[config.mk]
export PLATFORM = sky130hd
export DESIGN_NAME = global_strap_pins
export DESIGN_NICKNAME = d
export VERILOG_FILES = /design/src/sync3.v /design/src/gp_pin_cell.v /design/src/global_strap_pins.v
export VERILOG_INCLUDE_DIRS = /design/src
export SDC_FILE = /design/constraint.sdc
export NUM_CORES = 1
export LEC_CHECK = 0
export ABC_CLOCK_PERIOD_IN_PS = 2150
export BUFFER_PORTS_ARGS = -buffer_cell sky130_fd_sc_hd__clkbuf_2
export CORE_UTILIZATION = 50
export CTS_CLUSTER_DIAMETER = 80
export DETAILED_ROUTE_END_ITERATION = 16
export PLACE_DENSITY = 0.9
export SETUP_SLACK_MARGIN = 0.05
export SLEW_MARGIN = 20
export SYNTH_ARGS = -nofsm -noshare
export SYNTH_HDL_FRONTEND = slang
export SYNTH_SLANG_ARGS = --single-unit
export TNS_END_PERCENT = 50
[constraint.sdc]
create_clock -name CLK -period 2.15 [get_ports CLK]
set_input_delay 0.43 -clock CLK [delete_from_list [all_inputs] [get_ports CLK]]
set_output_delay 0.43 -clock CLK [all_outputs]
set_load 0.01 [all_outputs]
[src/global_pins_defs.vh]
`ifndef GLOBAL_PINS_DEFS_VH
`define GLOBAL_PINS_DEFS_VH

// register byte offsets
`define REG_PIN_CTRL 8'h00
`define REG_INPUT_B_CONFIG 8'h04
`define REG_INPUT_C_CONFIG 8'h08
`define REG_OUT_INPUT_RATE_FIELD 8'h0c
`define REG_RATE_SELECT 8'h10
`define REG_GP_PIN_CONTROL 8'h14
`define REG_GP_PIN_STATE 8'h18
`define REG_STATUS 8'h1c

// pin control fields
`define CTRL_REF_FAIL_PIN_EN 0
`define CTRL_LOCK_IND_EN 1
`define CTRL_ABSENCE_MODE 2
`define CTRL_IRQ_ACTIVE_LOW 3
`define CTRL_IRQ_OPEN_DRAIN 4
`define CTRL_IRQ_GP_MODE 5
`define CTRL_IRQ_GP_VALUE 6
`define CTRL_WIDTH 7
`define CTRL_RESET 7'h00

// output frequency fields
`define OUT_CMOS_LSB 0
`define OUT_DIFF_LSB 4

// rate select fields
`define RATE_FAMILY_BIT 0
`define RATE_SYNTH1_BIT 1
`define RATE_SYNTH2_BIT 2

// gp control fields
`define GP_DIR_LSB 0
`define GP_OUT_LSB 4

// status fields
`define STAT_SEL_B 0
`define STAT_REF_FAIL 1
`define STAT_LOCKED 2
`define STAT_CAPTURED 3
`define STAT_IRQ_PIN 4

// reset values of strap-loaded fields and gp control bits before capture
`define RATE_FIELD_RESET 4'h0
`define FREQ3_RESET 3'h0
`define GP_CONTROL_RESET 1'b0

// cycles from pin reset release to strap capture
`define RELEASE_STAGES 4

`endif

[src/sync3.v]
// pin synchroniser: three flops, change taken once stages two and three agree
module sync3 #(
   parameter WIDTH = 1
) (
   // clock
   input wire clk,
   // asynchronous level in, settled level out
   input wire [WIDTH-1:0] async_in,
   output reg [WIDTH-1:0] level
);
   reg [WIDTH-1:0] stage1;
   reg [WIDTH-1:0] stage2;
   reg [WIDTH-1:0] stage3;
   integer i;

   // shift chain; only stage2 reads stage1
   always @(posedge clk)
   begin
      stage1 <= async_in;
      stage2 <= stage1;
      stage3 <= stage2;
      for (i = 0; i < WIDTH; i = i + 1)
      begin
         if (stage2[i] == stage3[i])
            level[i] <= stage3[i];
      end
   end
endmodule // sync3

[src/gp_pin_cell.v]
// one shared strap / general-purpose pin
module gp_pin_cell (
   // clock
   input wire clk,
   // function select
   input wire released,
   input wire direction,
   input wire out_value,
   // pad signals
   input wire pin_in,
   output wire pin_out,
   output wire pin_oe,
   // settled pin level
   output wire level
);
   // strap phase keeps the pin an input; afterwards direction bit rules
   assign pin_oe = released & direction;
   assign pin_out = out_value;

   // live level for the state register
   sync3 #(
      .WIDTH(1)
   ) u_sync (
      .clk(clk),
      .async_in(pin_in),
      .level(level)
   );
endmodule // gp_pin_cell

[src/global_strap_pins.v]
`include "global_pins_defs.vh"

// Behaviour
// - reset pin low clears all state except PRDATA and the synchronisers immediately
// - stay reset while pin low, run after
// - switch high picks input B, low C
// - input rate straps load both config fields
// - cmos output rate straps set default
// - diff output straps set default, then GPIO
// - fail pin mirrors failure, else high-Z
// - lock pin shows lock, else drives low
// - gp pins follow direction and value bits
// - rate strap sets family and synth defaults
// - mode bit picks interrupt or loss output
// - irq polarity, drive type, general output
// - loss mode shows live activity, unlatched
// - open input straps give 8 kHz code
// - open diff straps give 38.88 MHz code
module global_strap_pins #(
   parameter GP_COUNT = 4
) (
   // clock and resets
   input wire CLK,
   input wire RST,
   input wire MASTER_RESET_N,
   // apb slave
   input wire PSEL,
   input wire PENABLE,
   input wire PWRITE,
   input wire [7:0] PADDR,
   input wire [31:0] PWDATA,
   output reg [31:0] PRDATA,
   output wire PREADY,
   output wire PSLVERR,
   // source switch pin
   input wire SOURCE_SWITCH_IN,
   // input frequency strap pins
   input wire [2:0] IN_INPUT_RATE_FIELD_STRAP,
   // cmos output strap 0, input only
   input wire CMOS_OUT_STRAP_BIT0,
   // cmos strap 1 / selected reference failure pin
   input wire REF_FAIL_PIN_IN,
   output wire REF_FAIL_PIN_OUT,
   output wire REF_FAIL_PIN_OE,
   // cmos strap 2 / lock pin
   input wire LOCK_PIN_IN,
   output wire LOCK_PIN_OUT,
   output wire LOCK_PIN_OE,
   // diff straps 0..2 and rate strap, then general-purpose pins 1..4
   input wire [GP_COUNT-1:0] GP_PIN_IN,
   output wire [GP_COUNT-1:0] GP_PIN_OUT,
   output wire [GP_COUNT-1:0] GP_PIN_OE,
   // interrupt / loss pin
   output wire IRQ_PIN_OUT,
   output wire IRQ_PIN_OE,
   // status from the clock monitors and dpll
   input wire SELECTED_REF_FAILURE,
   input wire MAIN_DPLL_LOCKED,
   input wire ACTIVITY_B,
   input wire ACTIVITY_C,
   input wire IRQ_REQUEST,
   // configuration to the rest of the device
   output wire REF_SELECT_B,
   output wire DEVICE_RUN,
   output reg [3:0] INPUT_B_RATE,
   output reg [3:0] INPUT_C_RATE,
   output reg [2:0] CMOS_OUT_INPUT_RATE_FIELD,
   output reg [2:0] DIFF_OUT_INPUT_RATE_FIELD,
   output reg RATE_FAMILY,
   output reg SYNTH1_STD,
   output reg SYNTH2_STD
);
   reg [`RELEASE_STAGES-1:0] release_chain;
   reg captured;
   reg [`CTRL_WIDTH-1:0] pin_ctrl;
   reg [GP_COUNT-1:0] gp_dir;
   reg [GP_COUNT-1:0] gp_out;
   reg ref_select_b;
   reg [31:0] next_rdata;
   reg addr_ok;
   wire released;
   wire capture;
   wire [2:0] in_input_rate_field_level;
   wire [2:0] cmos_level;
   wire switch_level;
   wire [GP_COUNT-1:0] gp_level;
   wire access;
   wire wr;
   wire irq_active;
   wire irq_value;
   wire loss_of_ref;

   // release chain: cleared at once by the pin, released on clock
   always @(posedge CLK or negedge MASTER_RESET_N)
   begin
      if (!MASTER_RESET_N)
         release_chain <= {`RELEASE_STAGES{1'b0}};
      else if (RST)
         release_chain <= {`RELEASE_STAGES{1'b0}};
      else
         release_chain <= {release_chain[`RELEASE_STAGES-2:0], 1'b1};
   end

   // last stage gives time for strap synchronisers to settle
   assign released = release_chain[`RELEASE_STAGES-1];
   assign DEVICE_RUN = captured;

   // strap and switch pin synchronisers
   sync3 #(
      .WIDTH(3)
   ) u_in_input_rate_field_sync (
      .clk(CLK),
      .async_in(IN_INPUT_RATE_FIELD_STRAP),
      .level(in_input_rate_field_level)
   );

   sync3 #(
      .WIDTH(3)
   ) u_cmos_sync (
      .clk(CLK),
      .async_in({LOCK_PIN_IN, REF_FAIL_PIN_IN, CMOS_OUT_STRAP_BIT0}),
      .level(cmos_level)
   );

   sync3 #(
      .WIDTH(1)
   ) u_switch_sync (
      .clk(CLK),
      .async_in(SOURCE_SWITCH_IN),
      .level(switch_level)
   );

   // general-purpose pin cells, straps while not released
   genvar g;
   generate
      for (g = 0; g < GP_COUNT; g = g + 1)
      begin : gp
         gp_pin_cell u_cell (
            .clk(CLK),
            .released(captured),
            .direction(gp_dir[g]),
            .out_value(gp_out[g]),
            .pin_in(GP_PIN_IN[g]),
            .pin_out(GP_PIN_OUT[g]),
            .pin_oe(GP_PIN_OE[g]),
            .level(gp_level[g])
         );
      end
   endgenerate

   // one-shot capture pulse at first released cycle
   assign capture = released & ~captured;

   always @(posedge CLK or negedge MASTER_RESET_N)
   begin
      if (!MASTER_RESET_N)
         captured <= 1'b0;
      else if (RST)
         captured <= 1'b0;
      else if (capture)
         captured <= 1'b1;
   end

   // source selection follows the settled switch level once out of reset
   always @(posedge CLK or negedge MASTER_RESET_N)
   begin
      if (!MASTER_RESET_N)
         ref_select_b <= 1'b0;
      else if (RST)
         ref_select_b <= 1'b0;
      else if (released)
         ref_select_b <= switch_level;
   end

   assign REF_SELECT_B = ref_select_b;

   // apb handshake: zero wait states, error on unmapped offset
   assign access = PSEL & PENABLE;
   assign PREADY = 1'b1;
   assign PSLVERR = access & ~addr_ok;
   assign wr = access & PWRITE & addr_ok & captured;

   // address decode and read mux
   always @*
   begin
      next_rdata = 32'h0000_0000;
      addr_ok = 1'b1;
      case (PADDR)
         `REG_PIN_CTRL:
            next_rdata[`CTRL_WIDTH-1:0] = pin_ctrl;
         `REG_INPUT_B_CONFIG:
            next_rdata[3:0] = INPUT_B_RATE;
         `REG_INPUT_C_CONFIG:
            next_rdata[3:0] = INPUT_C_RATE;
         `REG_OUT_INPUT_RATE_FIELD:
         begin
            next_rdata[`OUT_CMOS_LSB+2:`OUT_CMOS_LSB] = CMOS_OUT_INPUT_RATE_FIELD;
            next_rdata[`OUT_DIFF_LSB+2:`OUT_DIFF_LSB] = DIFF_OUT_INPUT_RATE_FIELD;
         end
         `REG_RATE_SELECT:
         begin
            next_rdata[`RATE_FAMILY_BIT] = RATE_FAMILY;
            next_rdata[`RATE_SYNTH1_BIT] = SYNTH1_STD;
            next_rdata[`RATE_SYNTH2_BIT] = SYNTH2_STD;
         end
         `REG_GP_PIN_CONTROL:
         begin
            next_rdata[`GP_DIR_LSB+GP_COUNT-1:`GP_DIR_LSB] = gp_dir;
            next_rdata[`GP_OUT_LSB+GP_COUNT-1:`GP_OUT_LSB] = gp_out;
         end
         `REG_GP_PIN_STATE:
            next_rdata[GP_COUNT-1:0] = gp_level;
         `REG_STATUS:
         begin
            next_rdata[`STAT_SEL_B] = ref_select_b;
            next_rdata[`STAT_REF_FAIL] = SELECTED_REF_FAILURE;
            next_rdata[`STAT_LOCKED] = MAIN_DPLL_LOCKED;
            next_rdata[`STAT_CAPTURED] = captured;
            next_rdata[`STAT_IRQ_PIN] = irq_value;
         end
         default:
            addr_ok = 1'b0;
      endcase
   end

   // read data latched in the setup phase, valid in access
   always @(posedge CLK)
   begin
      if (RST)
         PRDATA <= 32'h0000_0000;
      else if (PSEL & ~PENABLE)
         PRDATA <= next_rdata;
   end

   // pin control and gp control registers
   always @(posedge CLK or negedge MASTER_RESET_N)
   begin
      if (!MASTER_RESET_N)
      begin
         pin_ctrl <= `CTRL_RESET;
         gp_dir <= {GP_COUNT{`GP_CONTROL_RESET}};
         gp_out <= {GP_COUNT{`GP_CONTROL_RESET}};
      end
      else if (RST)
      begin
         pin_ctrl <= `CTRL_RESET;
         gp_dir <= {GP_COUNT{`GP_CONTROL_RESET}};
         gp_out <= {GP_COUNT{`GP_CONTROL_RESET}};
      end
      else if (wr & (PADDR == `REG_PIN_CTRL))
         pin_ctrl <= PWDATA[`CTRL_WIDTH-1:0];
      else if (wr & (PADDR == `REG_GP_PIN_CONTROL))
      begin
         gp_dir <= PWDATA[`GP_DIR_LSB+GP_COUNT-1:`GP_DIR_LSB];
         gp_out <= PWDATA[`GP_OUT_LSB+GP_COUNT-1:`GP_OUT_LSB];
      end
   end

   // strap-loaded defaults, writable once running
   always @(posedge CLK or negedge MASTER_RESET_N)
   begin
      if (!MASTER_RESET_N)
      begin
         INPUT_B_RATE <= `RATE_FIELD_RESET;
         INPUT_C_RATE <= `RATE_FIELD_RESET;
         CMOS_OUT_INPUT_RATE_FIELD <= `FREQ3_RESET;
         DIFF_OUT_INPUT_RATE_FIELD <= `FREQ3_RESET;
         RATE_FAMILY <= 1'b0;
         SYNTH1_STD <= 1'b0;
         SYNTH2_STD <= 1'b0;
      end
      else if (RST)
      begin
         INPUT_B_RATE <= `RATE_FIELD_RESET;
         INPUT_C_RATE <= `RATE_FIELD_RESET;
         CMOS_OUT_INPUT_RATE_FIELD <= `FREQ3_RESET;
         DIFF_OUT_INPUT_RATE_FIELD <= `FREQ3_RESET;
         RATE_FAMILY <= 1'b0;
         SYNTH1_STD <= 1'b0;
         SYNTH2_STD <= 1'b0;
      end
      else if (capture)
      begin
         // open input straps read 000, the 8 kHz code
         INPUT_B_RATE <= {1'b0, in_input_rate_field_level};
         INPUT_C_RATE <= {1'b0, in_input_rate_field_level};
         CMOS_OUT_INPUT_RATE_FIELD <= cmos_level;
         // open diff straps read 100, the 38.88 MHz code
         DIFF_OUT_INPUT_RATE_FIELD <= gp_level[2:0];
         RATE_FAMILY <= gp_level[3];
         SYNTH1_STD <= gp_level[3];
         SYNTH2_STD <= gp_level[3];
      end
      else if (wr)
      begin
         case (PADDR)
            `REG_INPUT_B_CONFIG:
               INPUT_B_RATE <= PWDATA[3:0];
            `REG_INPUT_C_CONFIG:
               INPUT_C_RATE <= PWDATA[3:0];
            `REG_OUT_INPUT_RATE_FIELD:
            begin
               CMOS_OUT_INPUT_RATE_FIELD <= PWDATA[`OUT_CMOS_LSB+2:`OUT_CMOS_LSB];
               DIFF_OUT_INPUT_RATE_FIELD <= PWDATA[`OUT_DIFF_LSB+2:`OUT_DIFF_LSB];
            end
            `REG_RATE_SELECT:
            begin
               RATE_FAMILY <= PWDATA[`RATE_FAMILY_BIT];
               SYNTH1_STD <= PWDATA[`RATE_SYNTH1_BIT];
               SYNTH2_STD <= PWDATA[`RATE_SYNTH2_BIT];
            end
            default:
               RATE_FAMILY <= RATE_FAMILY;
         endcase
      end
   end

   // failure pin: mirror when enabled, released only after capture
   assign REF_FAIL_PIN_OUT = SELECTED_REF_FAILURE;
   assign REF_FAIL_PIN_OE = captured & pin_ctrl[`CTRL_REF_FAIL_PIN_EN];

   // lock pin: lock state when enabled, driven low otherwise
   assign LOCK_PIN_OUT = pin_ctrl[`CTRL_LOCK_IND_EN] & MAIN_DPLL_LOCKED;
   assign LOCK_PIN_OE = captured;

   // loss of the selected reference, straight from the live monitor
   assign loss_of_ref = ref_select_b ? ~ACTIVITY_B : ~ACTIVITY_C;

   // interrupt source or plain output level, before polarity
   assign irq_active = pin_ctrl[`CTRL_IRQ_GP_MODE] ? pin_ctrl[`CTRL_IRQ_GP_VALUE] : IRQ_REQUEST;

   // pin value: loss level in absence mode, else polarised request
   assign irq_value = pin_ctrl[`CTRL_ABSENCE_MODE] ? loss_of_ref
      : (irq_active ^ pin_ctrl[`CTRL_IRQ_ACTIVE_LOW]);

   // open drain only pulls low; push-pull drives both levels
   assign IRQ_PIN_OUT = (pin_ctrl[`CTRL_IRQ_OPEN_DRAIN] & ~pin_ctrl[`CTRL_ABSENCE_MODE]) ? 1'b0 : irq_value;
   assign IRQ_PIN_OE = captured & ((pin_ctrl[`CTRL_IRQ_OPEN_DRAIN] & ~pin_ctrl[`CTRL_ABSENCE_MODE])
      ? ~irq_value : 1'b1);
endmodule // global_strap_pins

==> results.cfg <==
[setup_path]
criticalPathCategory = reg -> out
worstPathMaxFanout = 3
worst_r2r_path_depth = 5
end_kind = output port
cp_slowest_cell = dfrtp_1
cp-start-kind = flip-flop
required_ns = 1.72
path_cells = mux2_4, or3_4, a41oi_2, buf_2
critical_path.max_stage_delay_ns = 0.41
worstPathArrival_ns = 1.78

[timing]
worst_slew_pin_slew_ns = 0.5081
clock.fmax_ghz = 0.4535
skew_ns = 0.008985
hold_violations = 0
relSlewSlack_pct = 66.13
tns_ns = -0.05519
min_period_over_period_pct = 102.6
period_minus_slack_ns = 2.205
finalSetupViolCount = 1
drv_slew = 0
setup_slack_ns = -0.05519
grt_setup_unrepaired = yes

[cells_and_area]
layout-drive-gt1-share_pct = 29.00
fin_nets = 495
fill_cells = 607
diodes = 0
multiInputGateArea_mm2 = 0.001528
regArea_mm2 = 0.002102
synthToLayoutAreaGrowth_pct = 16.47
final_util_pct = 61.46

[synth]
synth.yosys.seq_area_share_pct = 54.05
netlist_instances = 353
synth_top_family_by_area = simple AND/OR/NAND/NOR gates
synth_simple_gate_area_share_pct = 13.93
avgSynthCellArea_um2 = 11.02
synth_warnings = 0
synth_most_common_cell = dfxtp_1
yosys-top-cells-area = dfrtp_1 24%, dfxtp_1 21%, edfxtp_1 8.5%, mux2i_1 8.0%, buf_4 6.8%
synth_common_cells = 41 x dfxtp_1, 38 x dfrtp_1, 35 x buf_4, 35 x nor2_1, 31 x mux2i_1
synth.area.mux_share_pct = 10.59
yosysTopAreaCell = dfrtp_1
synth-compound-area-share_pct = 9.234
synth.distinct_cells = 47
netlist_area_mm2 = 0.003889
synth_edf_count = 11
ys_ff_latch = 90
async_flop_share_pct = 42.22
synth-main-ff-cell = dfxtp_1
synth_fa_ha_area_share_pct = 0
synth_top_area_share_pct = 24.45
synth-xor-area-share_pct = 2.703

[cts]
cts-root-buf = clkbuf_8
cts.sinks = 90
cts_made_buffers = 9
htreeDepth = 3
clk_pin_slew_ns = 0.09
clock_latency_ns = 0.36
cts_tree = yes
cts_buffer_depth = 2

[placement]
gp_congestion = 0.8652
hpwl_um = 5939
portBuffers = 79
place_ws_ns = 0.1103

[drt]
drcViolationCount = 0
vias = 2826
wl_per_cell_um = 15.35
first_pass_iters = 4
routed_wl_um = 8245
drtAntennaViolNets = 0
drtIter0Drc = 164
viasPerCell = 5.263

[flow_run]
maxCapViolations = 0

[outcome]
outcome = finished with violations
violations = setup timing

[die]
start_util_pct = 52.77
core.rowCount = 31
ios = 129
core_mm2 = 0.007370
die_w_um = 90.19
die_y_um = 90.19
die_area_mm2 = 0.008134

[grt]
grt_pass1_wl_um = 13200
grt.total_usage_pct = 21.17
grt-ovfl-total = 0
first_global_vias = 2712
antenna_found_initial = 0
grt_max_degree = 39

[power]
ir_worst_vdd_v = 0.0004176
p_leak_nw = 2.191
power.density_mw_per_mm2 = 729.0
power.total_mw = 3.302

[hold_path]
hold_class = in -> async
[cell usage in the layout (no fill, tap or decap), drive strengths merged, types with 6 or more instances in the layout]
master  synthesis  layout
o21ai          13      13
a21oi          17      17
mux2i          31      31
dfxtp          41      41
buf            39      19
dfrtp          38      38
conb            2      25
edfxtp         11      11
o311a           6       6
nand2          20      20
clkbuf         12      89
inv             6       9
nand2b          6       6
xnor2          11      11
and2            7       7
nor2           35      35
[report_power, final]
group          total [mW]  internal [mW]  switching (mW)  leakage [nW]
clock network        1.21          0.585           0.628         0.114
registers            1.82           1.78          0.0383         0.971
logic               0.269          0.106           0.163          1.11
[metal layers]
metal | vias to the layer above | global-route usage (%) | wire [um] | share of wire [%]
met5 | - | 0 | 0 | 0
met1 | 1316 | 24.78 | 3153 | 38
li1 | 1336 | - | - | -
met4 | 0 | 10.62 | 243 | 2.9
met3 | 22 | 5.415 | 725 | 8.8
met2 | 152 | 35.94 | 4122 | 50
[final timing paths]
| check | startpoint | end | slack, ns |
|---|---|---|---|
| setup / recovery | pin_ctrl[5] | IRQ_PIN_OE | -0.06 |
| hold / removal | MASTER_RESET_N | gp_out[0] | 0.11 |
| setup reg to reg | DEVICE_RUN | SYNTH2_STD | 0.39 |
| hold reg to reg | u_switch_sync.stage1 | u_switch_sync.stage2 | 0.33 |
| max in group asynchronous | MASTER_RESET_N | release_chain[2] | 1.67 |
| min in group CLK | GP_PIN_IN[0] | gp[0].u_cell.u_sync.stage1 | 0.16 |
[worst max-delay path: cells and delay by family (launching register included)]
kind                   cells  cell delay, ns
flip-flops                 1            0.41
multiplexers               1            0.32
AND/OR/NAND/NOR            1            0.35
buffers and inverters      1            0.16
AO/OA/AOI/OAI              1            0.17
[metrics by stage]
stage | cell area, um^2 | instances | hold slack, ns
final | 4529 | 537 | 0.1139
after global routing | 4529 | 537 | 0.1347
after CTS | 4529 | 537 | 0.1153
after detailed placement | 4283 | 520 | 0.3121
after global placement | 4283 | 520 | 0.3117
after floorplan | 3975 | 376 | 0.1344
[final cells by class]
type / count / share of cell area [%]
clock buffer: 11 / 3.840
tap: 99 / 2.735
sequential: 90 / 46.41
inverter: 6 / 0.4972
multi-input combinational: 229 / 33.73
clock inverter: 5 / 1.077
timing repair buffer: 97 / 11.71
[cell families (layout without fill, tap and decap cells)]
kind of cell / Yosys count / after routing
AND/OR/NAND/NOR: 100 / 100
flip-flops: 90 / 90
buffers and inverters: 57 / 119
AO/OA/AOI/OAI: 54 / 54
multiplexers: 38 / 38
XOR/XNOR: 12 / 12
other: 2 / 25
[repair_timing]
| item | 4_1_cts | 5_1_grt |
|---|---|---|
| hold buffers | 0 | 0 |
| setup endpoints to repair | 2 | 2 |
| resized for setup | 3 | 1 |
| setup buffers | 1 | 0 |
| pin swaps | 2 | 0 |
[state kept, by name, summed over array words and instances (netlist names), 4 cells and up]
| register | count |
|---|---|
| INPUT_B_RATE | 4 |
| INPUT_C_RATE | 4 |
| PRDATA | 8 |
| gp.u_cell.u_sync.level | 4 |
| gp.u_cell.u_sync.stage1 | 4 |
| gp.u_cell.u_sync.stage2 | 4 |
| gp.u_cell.u_sync.stage3 | 4 |
| gp_dir | 4 |
| gp_out | 4 |
| pin_ctrl | 7 |
| release_chain | 4 |
Power figures use the tool's default switching activity.
